File: config.mk
export PLATFORM = sky130hd
export DESIGN_NAME = ffr_top
export DESIGN_NICKNAME = d
export VERILOG_FILES = /design/src/core/ffr_pkg.sv /design/src/core/ffr_sync.sv /design/src/core/ffr_nvcell.sv /design/src/core/ffr_top.sv
export SDC_FILE = /design/constraint.sdc
export NUM_CORES = 1
export LEC_CHECK = 0
export ABC_CLOCK_PERIOD_IN_PS = 3400
export BUFFER_PORTS_ARGS = -buffer_cell sky130_fd_sc_hd__buf_2
export CAP_MARGIN = 20
export CORE_ASPECT_RATIO = 1.1
export CORE_UTILIZATION = 35
export DETAILED_ROUTE_END_ITERATION = 12
export PLACE_DENSITY_LB_ADDON = 0.12
export SLEW_MARGIN = 20
export SYNTH_ARGS = -nofsm -noshare
export SYNTH_HDL_FRONTEND = slang
export SYNTH_SLANG_ARGS = --single-unit
File: constraint.sdc
create_clock -name CLK -period 3.4 [get_ports CLK]
set_input_delay 0.17 -clock CLK [delete_from_list [all_inputs] [get_ports CLK]]
set_output_delay 0.17 -clock CLK [all_outputs]
set_load 0.005 [all_outputs]
File: src/core/ffr_pkg.sv
package ffr_pkg;
	// Instruction codes
	localparam logic [7:0] OP_WRITE_ENABLE = 8'h06;
	localparam logic [7:0] OP_WRDI = 8'h04;
	localparam logic [7:0] OP_FUNC_WRITE = 8'h42;
	localparam logic [7:0] OP_RDFR = 8'h48;
	localparam logic [7:0] OP_PARAM_SET_PERSIST = 8'h65;
	localparam logic [7:0] OP_PARAM_SET_TEMP_A = 8'hc0;
	localparam logic [7:0] OP_PARAM_SET_TEMP_B = 8'h63;
	localparam logic [7:0] OP_RDRP = 8'h61;
	// Function register fields
	localparam int FR_RSTDIS = 0;
	localparam int FR_TOP_BOTTOM = 1;
	localparam int FR_PROG_SUSP = 2;
	localparam int FR_ERASE_SUSP = 3;
	localparam int FR_ROW_LOCK0 = 4;
	localparam logic [7:0] FR_OTP_MASK = 8'hf3;
	localparam logic [7:0] FR_RESET = 8'h00;
	// Read parameter fields
	localparam int RP_PIN = 7;
	localparam int RP_DUM_MSB = 6;
	localparam int RP_DUM_LSB = 3;
	localparam int RP_WRAP = 2;
	localparam logic [7:0] RP_RESET = 8'h00;
	// Default dummy counts when the field is zero
	localparam logic [3:0] DUM_FAST_SPI = 4'h8;
	localparam logic [3:0] DUM_QUAD = 4'h6;
	localparam logic [3:0] DUM_DUAL_IO = 4'h4;
	// Base burst size in bytes, shifted left by the two burst bits
	localparam logic [6:0] BURST_BASE = 7'h08;
endpackage

File: src/core/ffr_sync.sv
`timescale 1ns/1ns
`default_nettype none
module ffr_sync #(
	parameter int W = 3
) (
	input wire logic clk,
	input wire logic rst_n,
	input wire logic [W-1:0] d,
	output logic [W-1:0] q
);
	typedef struct packed {
		logic [W-1:0] s1;
		logic [W-1:0] s2;
		logic [W-1:0] s3;
		logic [W-1:0] q;
	} ffr_sync_type;
	ffr_sync_type st_r, st_nxt;
	integer i;
	always_comb begin
		st_nxt = st_r;
		st_nxt.s1 = d;
		st_nxt.s2 = st_r.s1;
		st_nxt.s3 = st_r.s2;
		// A change counts only once stage two and three agree
		for (i = 0; i < W; i++) begin
			if (st_r.s2[i] == st_r.s3[i]) begin
				st_nxt.q[i] = st_r.s3[i];
			end
		end
	end
	always_ff @(posedge clk or negedge rst_n) begin
		if (!rst_n) begin
			st_r <= '0;
		end else begin
			st_r <= st_nxt;
		end
	end
	assign q = st_r.q;
endmodule
`default_nettype wire

File: src/core/ffr_nvcell.sv
`timescale 1ns/1ns
`default_nettype none
// Non-volatile byte store; survives the logic reset, only power-on reloads it with INIT
module ffr_nvcell #(
	parameter int W = 8,
	parameter logic [7:0] INIT = 8'h00
) (
	input wire logic clk,
	input wire logic por_n,
	input wire logic wr,
	input wire logic [W-1:0] wdata,
	input wire logic [W-1:0] keep_mask,
	output logic [W-1:0] rdata
);
	typedef struct packed {
		logic [W-1:0] mem;
	} ffr_nvcell_type;
	ffr_nvcell_type st_r, st_nxt;
	always_comb begin
		st_nxt = st_r;
		// Bits in keep_mask can only be set, never cleared
		if (wr) begin
			st_nxt.mem = (wdata & ~keep_mask) | ((st_r.mem | wdata) & keep_mask);
		end
	end
	always_ff @(posedge clk or negedge por_n) begin
		if (!por_n) begin
			st_r <= INIT[W-1:0];
		end else begin
			st_r <= st_nxt;
		end
	end
	assign rdata = st_r.mem;
endmodule
`default_nettype wire

File: src/core/ffr_top.sv
`timescale 1ns/1ns
`default_nettype none
// Function
// - Eight-bit function register with fixed fields
// - Programmed one-time bits never return zero
// - Reset-disable default per variant; moves reset
// - Top/bottom select, bottom is permanent
// - Program suspend flag set/cleared by hardware
// - Erase suspend flag set/cleared by hardware
// - Row lock bits block row programming
// - Volatile read params loaded from persistent copy
// - Pin bit picks hold or reset
// - Quad or four-lane mode makes pin data
// - Dedicated reset variant forces hold function while reset-disable bit is clear
// - Four-bit dummy cycle count field
// - Burst length 8/16/32/64 bytes encoding
// - Wrap enable selects burst or array wrap
// - 65h persistent, C0h/63h temporary copy only
// - Zero dummy field gives command default
// - Write enable required for 42h and 65h
// - Temporary parameter write needs no enable
// - Quad enable turns pins into lanes
module ffr_top #(
	parameter logic RSTDIS_DEFAULT = 1'b0,
	parameter logic HAS_DEDICATED_RESET = 1'b1
) (
	input wire logic CLK,
	input wire logic RESET_N,
	input wire logic POR_N,
	input wire logic CE_N,
	input wire logic SCK,
	input wire logic SI,
	output logic SO,
	output logic SO_OE_N,
	input wire logic FOUR_LANE_ENABLE,
	input wire logic FOUR_LANE_COMMAND_MODE,
	input wire logic PROGRAM_SUSPEND,
	input wire logic ERASE_SUSPEND,
	input wire logic PROGRAM_RESUME,
	input wire logic ERASE_RESUME,
	input wire logic [1:0] INFO_ROW_SEL,
	output logic INFO_ROW_PROGRAM_OK,
	output logic PROTECT_AT_BOTTOM,
	output logic SHARED_PIN_IS_RESET,
	output logic SHARED_PIN_IS_DATA,
	output logic WP_PIN_IS_DATA,
	output logic DEDICATED_RESET_ACTIVE,
	output logic [3:0] DUMMY_FAST_SPI,
	output logic [3:0] DUMMY_QUAD,
	output logic [3:0] DUMMY_DUAL_IO,
	output logic WRAP_AT_BURST,
	output logic [6:0] BURST_BYTES,
	output logic WRITE_ENABLE_LATCH,
	output logic [7:0] FUNCTION_REG,
	output logic [7:0] READ_PARAM_REG
);
	// ----------------------------------------
	// Reset release and pin sampling
	// ----------------------------------------
	logic [1:0] rst_sync_r;
	logic rst_n;
	logic [2:0] pins_q;
	logic ce_n_s, sck_s, si_s;
	always_ff @(posedge CLK or negedge RESET_N) begin
		if (!RESET_N) begin
			rst_sync_r <= 2'h0;
		end else begin
			rst_sync_r <= {rst_sync_r[0], 1'b1};
		end
	end
	assign rst_n = rst_sync_r[1];
	ffr_sync #(.W(3)) u_sync (
		.clk(CLK),
		.rst_n(rst_n),
		.d({~CE_N, SCK, SI}),
		.q(pins_q)
	);
	assign ce_n_s = ~pins_q[2];
	assign sck_s = pins_q[1];
	assign si_s = pins_q[0];

	// ----------------------------------------
	// State
	// ----------------------------------------
	typedef enum {ST_IDLE, ST_OPCODE, ST_DATA, ST_READ, ST_DONE} ffr_phase_type;
	typedef struct packed {
		ffr_phase_type phase;
		logic sck_d;
		logic [2:0] bitcnt;
		logic [7:0] shift;
		logic [7:0] opcode;
		logic [7:0] tx;
		logic so;
		logic so_en;
		logic we_latch;
		logic prog_susp;
		logic erase_susp;
		logic [7:0] rp_vol;
		logic loaded;
		logic has_byte;
	} ffr_state_type;
	ffr_state_type st_r, st_nxt;

	// Persistent copies
	logic fr_wr, rp_nv_wr;
	logic [7:0] fr_wdata, fr_nv, rp_nv;
	ffr_nvcell #(.W(8), .INIT({7'h00, RSTDIS_DEFAULT})) u_fr_nv (
		.clk(CLK),
		.por_n(POR_N),
		.wr(fr_wr),
		.wdata(fr_wdata),
		.keep_mask(ffr_pkg::FR_OTP_MASK),
		.rdata(fr_nv)
	);
	ffr_nvcell #(.W(8), .INIT(ffr_pkg::RP_RESET)) u_rp_nv (
		.clk(CLK),
		.por_n(POR_N),
		.wr(rp_nv_wr),
		.wdata(st_r.shift),
		.keep_mask(8'h00),
		.rdata(rp_nv)
	);

	logic [7:0] fr_view;
	always_comb begin
		fr_view = fr_nv & ffr_pkg::FR_OTP_MASK;
		fr_view[ffr_pkg::FR_PROG_SUSP] = st_r.prog_susp;
		fr_view[ffr_pkg::FR_ERASE_SUSP] = st_r.erase_susp;
	end

	function automatic logic is_param_temp(input logic [7:0] op);
		return (op == ffr_pkg::OP_PARAM_SET_TEMP_A) || (op == ffr_pkg::OP_PARAM_SET_TEMP_B);
	endfunction

	// ----------------------------------------
	// Instruction decode and register update
	// ----------------------------------------
	logic sck_rise, sck_fall, byte_done;
	assign sck_rise = sck_s & ~st_r.sck_d;
	assign sck_fall = ~sck_s & st_r.sck_d;
	assign byte_done = sck_rise && (st_r.bitcnt == 3'h7);
	always_comb begin
		st_nxt = st_r;
		fr_wr = 1'b0;
		fr_wdata = {st_r.shift[7:1], si_s};
		rp_nv_wr = 1'b0;
		st_nxt.sck_d = sck_s;
		if (!st_r.loaded) begin
			st_nxt.rp_vol = rp_nv;
			st_nxt.loaded = 1'b1;
		end
		// Set wins over clear for the suspend flags
		if (PROGRAM_RESUME) st_nxt.prog_susp = 1'b0;
		if (PROGRAM_SUSPEND) st_nxt.prog_susp = 1'b1;
		if (ERASE_RESUME) st_nxt.erase_susp = 1'b0;
		if (ERASE_SUSPEND) st_nxt.erase_susp = 1'b1;
		if (ce_n_s) begin
			st_nxt.phase = ST_IDLE;
			st_nxt.so_en = 1'b0;
			// A frame with no data byte must not commit the opcode as data
			if (st_r.phase == ST_DATA && st_r.bitcnt == 3'h0 && st_r.loaded && st_r.has_byte) begin
				// Commit at deselect after a whole data byte
				unique case (1'b1)
					st_r.opcode == ffr_pkg::OP_FUNC_WRITE: begin
						if (st_r.we_latch) begin
							fr_wdata = st_r.shift;
							fr_wr = 1'b1;
							st_nxt.we_latch = 1'b0;
						end
					end
					st_r.opcode == ffr_pkg::OP_PARAM_SET_PERSIST: begin
						if (st_r.we_latch) begin
							rp_nv_wr = 1'b1;
							st_nxt.we_latch = 1'b0;
						end
					end
					is_param_temp(st_r.opcode): begin
						st_nxt.rp_vol = st_r.shift;
					end
					default: begin
					end
				endcase
			end
		end else begin
			if (st_r.phase == ST_IDLE) begin
				st_nxt.phase = ST_OPCODE;
				st_nxt.bitcnt = 3'h0;
				st_nxt.has_byte = 1'b0;
			end
			if (sck_rise && st_r.phase != ST_DONE) begin
				st_nxt.shift = {st_r.shift[6:0], si_s};
				st_nxt.bitcnt = st_r.bitcnt + 3'h1;
			end
			if (byte_done && st_r.phase == ST_OPCODE) begin
				st_nxt.opcode = {st_r.shift[6:0], si_s};
				st_nxt.phase = ST_DONE;
				unique case ({st_r.shift[6:0], si_s})
					ffr_pkg::OP_WRITE_ENABLE: st_nxt.we_latch = 1'b1;
					ffr_pkg::OP_WRDI: st_nxt.we_latch = 1'b0;
					ffr_pkg::OP_FUNC_WRITE, ffr_pkg::OP_PARAM_SET_PERSIST,
					ffr_pkg::OP_PARAM_SET_TEMP_A,
					ffr_pkg::OP_PARAM_SET_TEMP_B: st_nxt.phase = ST_DATA;
					ffr_pkg::OP_RDFR: begin
						st_nxt.phase = ST_READ;
						st_nxt.tx = fr_view;
					end
					ffr_pkg::OP_RDRP: begin
						st_nxt.phase = ST_READ;
						st_nxt.tx = st_r.rp_vol;
					end
					default: begin
					end
				endcase
			end
			if (byte_done && st_r.phase == ST_DATA) begin
				st_nxt.has_byte = 1'b1;
			end
			// Further data bytes keep the last one; extras just roll in
			if (st_r.phase == ST_READ && sck_fall) begin
				st_nxt.so = st_r.tx[7];
				st_nxt.so_en = 1'b1;
				st_nxt.tx = {st_r.tx[6:0], st_r.tx[7]};
			end
		end
	end
	always_ff @(posedge CLK or negedge rst_n) begin
		if (!rst_n) begin
			st_r <= '{phase: ST_IDLE, rp_vol: ffr_pkg::RP_RESET, default: '0};
		end else begin
			st_r <= st_nxt;
		end
	end

	// ----------------------------------------
	// Derived controls
	// ----------------------------------------
	logic quad_pins, rstdis;
	logic [3:0] dum_field;
	assign quad_pins = FOUR_LANE_ENABLE | FOUR_LANE_COMMAND_MODE;
	assign rstdis = fr_nv[ffr_pkg::FR_RSTDIS];
	assign dum_field = st_r.rp_vol[ffr_pkg::RP_DUM_MSB:ffr_pkg::RP_DUM_LSB];
	function automatic logic [3:0] dummy_or(input logic [3:0] f, input logic [3:0] dflt);
		return (f == 4'h0) ? dflt : f;
	endfunction
	always_comb begin
		SHARED_PIN_IS_DATA = quad_pins;
		WP_PIN_IS_DATA = FOUR_LANE_ENABLE | FOUR_LANE_COMMAND_MODE;
		// Dedicated reset stays live until the bit is programmed
		DEDICATED_RESET_ACTIVE = HAS_DEDICATED_RESET & ~rstdis;
		if (quad_pins || (HAS_DEDICATED_RESET && !rstdis)) begin
			SHARED_PIN_IS_RESET = 1'b0;
		end else begin
			SHARED_PIN_IS_RESET = st_r.rp_vol[ffr_pkg::RP_PIN];
		end
	end
	assign DUMMY_FAST_SPI = dummy_or(dum_field, ffr_pkg::DUM_FAST_SPI);
	assign DUMMY_QUAD = dummy_or(dum_field, ffr_pkg::DUM_QUAD);
	assign DUMMY_DUAL_IO = dummy_or(dum_field, ffr_pkg::DUM_DUAL_IO);
	assign WRAP_AT_BURST = st_r.rp_vol[ffr_pkg::RP_WRAP];
	assign BURST_BYTES = ffr_pkg::BURST_BASE << st_r.rp_vol[1:0];
	assign INFO_ROW_PROGRAM_OK = ~fr_nv[ffr_pkg::FR_ROW_LOCK0 + int'(INFO_ROW_SEL)];
	assign PROTECT_AT_BOTTOM = fr_nv[ffr_pkg::FR_TOP_BOTTOM];
	assign WRITE_ENABLE_LATCH = st_r.we_latch;
	assign FUNCTION_REG = fr_view;
	assign READ_PARAM_REG = st_r.rp_vol;
	assign SO = st_r.so;
	assign SO_OE_N = ~st_r.so_en;

	// ----------------------------------------
	// Checks
	// ----------------------------------------
	a_otp_sticky: assert property (@(posedge CLK) disable iff (!rst_n || !POR_N)
		!fr_wr |=> $stable(fr_nv))
		else $error("one-time bits changed without a write");
	a_otp_never_clear: assert property (@(posedge CLK) disable iff (!rst_n || !POR_N)
		(($past(fr_nv) & ffr_pkg::FR_OTP_MASK & ~fr_nv) == 8'h00))
		else $error("otp bit returned to zero");
	a_prog_susp_set: assert property (@(posedge CLK) disable iff (!rst_n)
		PROGRAM_SUSPEND |=> FUNCTION_REG[ffr_pkg::FR_PROG_SUSP])
		else $error("program suspend flag not set");
	a_erase_susp_clear: assert property (@(posedge CLK) disable iff (!rst_n)
		ERASE_RESUME && !ERASE_SUSPEND |=> !FUNCTION_REG[ffr_pkg::FR_ERASE_SUSP])
		else $error("erase suspend flag not cleared");
	a_func_write_enable: assert property (@(posedge CLK) disable iff (!rst_n)
		fr_wr |-> st_r.we_latch)
		else $error("function write without enable");
	a_persist_write_enable: assert property (@(posedge CLK) disable iff (!rst_n)
		rp_nv_wr |-> st_r.we_latch ##1 !st_r.we_latch)
		else $error("persistent write without enable");
	a_pin_quad: assert property (@(posedge CLK) disable iff (!rst_n)
		quad_pins |-> SHARED_PIN_IS_DATA && !SHARED_PIN_IS_RESET)
		else $error("shared pin not data in quad");
	a_pin_dedicated: assert property (@(posedge CLK) disable iff (!rst_n)
		HAS_DEDICATED_RESET && !rstdis |-> !SHARED_PIN_IS_RESET)
		else $error("shared pin reset despite dedicated pin");
	a_dummy_dflt: assert property (@(posedge CLK) disable iff (!rst_n)
		dum_field == 4'h0 |-> DUMMY_DUAL_IO == ffr_pkg::DUM_DUAL_IO
			&& DUMMY_FAST_SPI == ffr_pkg::DUM_FAST_SPI && DUMMY_QUAD == ffr_pkg::DUM_QUAD)
		else $error("dummy default wrong");
	a_nv_untouched: assert property (@(posedge CLK) disable iff (!rst_n || !POR_N)
		!rp_nv_wr |=> $stable(rp_nv))
		else $error("persistent params changed unexpectedly");
	c_func_write: cover property (@(posedge CLK) fr_wr);
	c_param_temp: cover property (@(posedge CLK) $changed(st_r.rp_vol) && st_r.loaded);
	c_prog_susp: cover property (@(posedge CLK) $rose(st_r.prog_susp));
endmodule
`default_nettype wire

==> results_dict.tcl <==
set metrics [dict create \
    placement.io_buffers 55 \
    routed_wl_mm 7.54 \
    synthToLayoutAreaGrowth_pct 13.7 \
    synthArstFlopShare 1.00 \
    synth-compound-area-share 0.0988 \
    fin_skew_ps 10.0 \
    yosys.area_share.simple 0.149 \
    layout.cells.most_common "dfrtp_1" \
    nNetsFinal 373 \
    layout_setup_ws_ps 1060 \
    die-height_um 106 \
    global_route.overflow_total 0 \
    route.vias.total 2365 \
    min_delay_worst_endpoint "FUNCTION_REG[3]" \
    cts_tree "done" \
    post_route_cells_drive_above_1_share 0.284 \
    post-cts-setup-buffer-count 0 \
    timing.critical_path.fanout_max 9 \
    max_cap_viol_count 0 \
    synth-main-ff-cell "dfrtp_1" \
    grt_max_degree 34 \
    synth_top_area_cell "dfrtp_1" \
    start_util 0.365 \
    timing.fmax_mhz 428 \
    design.die.area_sq_um 10200 \
    timing_hold_violations_final 0 \
    crit-reg2reg-launch "st_r[36]" \
    element_type_at_the_critical_path_start "flop" \
    placed_cells 455 \
    synthMuxAreaShare 0.105 \
    power.density_nw_per_um2 491 \
    post_drt_via_cell_ratio 4.97 \
    reg2reg_slack_ps 1060 \
    number_of_warnings_reported_in_the_yosys_synthesis_log 0 \
    min_path_type "input port to flop" \
    insertedDiodeCount 0 \
    synth_edf_count 0 \
    die-width_um 96.6 \
    cts_resized 0 \
    period_needed_ps 2340 \
    slew_violations 0 \
    clkTransAtPathRegs_ps 80 \
    worstReg2RegEnd "st_r[16]" \
    worst_hold_startpoint "ERASE_RESUME" \
    most-common-layout-cells "dfrtp_1, buf_2, nand2_1" \
    wire_per_inst_um 15.8 \
    track_usage 0.163 \
    clock_insertion_delay_worst_skew_ps 360 \
    cts_max_path_buffers 2 \
    mappedNetlistArea_sq_um 3440 \
    layout.cells.non_filler 476 \
    synth_cells 313 \
    antenna_violating_nets_post_route 0 \
    row_cnt 37 \
    gpl.final_weighted_congestion 0.750 \
    synth-seq-area-share 0.538 \
    post-place-ws_ps 1070 \
    route.detailed.drc 0 \
    grt_pass1_vias 2297 \
    rsz0062_at_grt "false" \
    maxSlewHeadroom 0.509 \
    worst_slew_pin_slew_ps 736 \
    drt-initial-drc-count 112 \
    setup_tns_ps 0 \
    setup.worst_path.class "flop to flop" \
    p_leak_nw 2.05 \
    syn_avg_cell_area_sq_um 11.0 \
    drtPass1Iterations 4 \
    hold_path_depth 3 \
    rr_worst_depth 4 \
    io_pins 59 \
    tritoncts.num_buffers 9 \
    post_synth_fa_ha_maj_area_fraction 0.0196 \
    netlist-cell-type-count 51 \
    hpwlAfterDp_mm 5.28 \
    outcome "finished, final reports clean" \
    final_core_util 0.415 \
    peakVddDrop_v 0.000207 \
    crit_required_ps 3600 \
    worstSetupEndpointType "flop" \
    synth_top_family_by_area "simple AND/OR/NAND/NOR gates" \
    setup_viol_count_final 0 \
    grt_antenna_before_repair 0 \
    holdWs_ps 74.6 \
    core_outline_area_sq_um 9440 \
    cp_data_arrival_time_ps 2540 \
    cts_num_sinks 74 \
    root_buffer "clkbuf_8" \
    ys_top_cells_by_area "dfrtp_1, mux2_2, mux2i_1, buf_4, nand2_1" \
    yosysTopAreaCellShare 0.538 \
    yosys.area_share.xor_xnor 0 \
    timing.final.crit_share 0.687 \
    yosys_reg_bits 74 \
    global_route_wire_length_before_repair_mm 12.1 \
    cts_max_level 3 \
]
logic make-up after synthesis:
family | count (synthesis)
flops | 74
other cells | 2
compound gates | 46
buf+inv | 55
fa+ha+maj | 6
mux | 33
simple gates | 97
critical path, stage by stage, from the launching register on:
cell      delay [ps]
dfrtp_1          540
or4b_4           540
or3_1            640
mux2i_1          350
a221oi_1         120
worst max-delay path by stage:
stage / startpoint / endpoint / slack (ps) / cells past startpoint
floorplan: st_r[37] / st_r[21] / 1460 / 6
CTS: st_r[36] / st_r[16] / 1060 / 4
finish: st_r[36] / st_r[16] / 1060 / 4
detailed placement: st_r[36] / st_r[16] / 1070 / 4
global route: st_r[36] / st_r[16] / 970 / 4
global placement: st_r[36] / st_r[16] / 1080 / 4
Yosys cell counts, types with 4 or more instances:
cell type / count
mux2_2: 16
nor2_1: 29
clkbuf_1: 10
and2_1: 4
a21oi_1: 11
inv_1: 19
mux2i_1: 16
a221oi_1: 8
nand2_1: 30
nor4b_1: 4
buf_4: 21
dfrtp_1: 74
nand3b_1: 4
a21o_1: 8
state kept, by name, indices dropped and copies added (netlist names):
| signal | flops |
|---|---|
| SO | 1 |
| u_fr_nv.rdata | 6 |
| u_sync.st_nxt | 6 |
| WRITE_ENABLE_LATCH | 1 |
| u_sync.st_r | 3 |
| u_rp_nv.rdata | 8 |
| rst_sync_r | 2 |
| READ_PARAM_REG | 8 |
| st_r | 34 |
| u_sync.q | 3 |
| FUNCTION_REG | 2 |
metal layers:
| metal | up-vias | track usage | routed length, um |
|---|---|---|---|
| li1 | 1140 | - | - |
| met3 | 11 | 0.0322 | 262 |
| met1 | 1162 | 0.208 | 3520 |
| met5 | - | 0 | 0 |
| met2 | 52 | 0.262 | 3600 |
| met4 | 0 | 0.0788 | 145 |
stage by stage:
| step | instance area [sq um] | power, mW |
|---|---|---|
| floorplan | 3460 | 1.23 |
| global route | 3920 | 2.04 |
| finish | 3920 | 1.93 |
| detailed placement | 3670 | 1.31 |
| global placement | 3670 | 1.31 |
| CTS | 3920 | 1.96 |
what timing repair did:
action | in CTS | in global routing
hold buffers | 7 | 0
setup endpoints to repair | 0 | 0
endpoints found under the hold margin | 21 | 0
final cells by class:
type                       count  area [sq um]
clock buffer                  12           165
clock inverter                 2          12.5
fill                         948          5530
inverter                      19          71.3
multi-input combinational    187          1300
sequential                    74          1850
tap                          117           146
timing repair buffer          65           368
report_power, final:
group / switching (mW) / total, mW / internal, mW / leakage, nW
clock: 0.317 / 0.633 / 0.316 / 0.0903
combinational: 0.0812 / 0.193 / 0.112 / 1.03
sequential: 0.152 / 1.10 / 0.948 / 0.932
total: 0.550 / 1.93 / 1.38 / 2.05
Note: power is estimated with default switching activity, not from simulation.
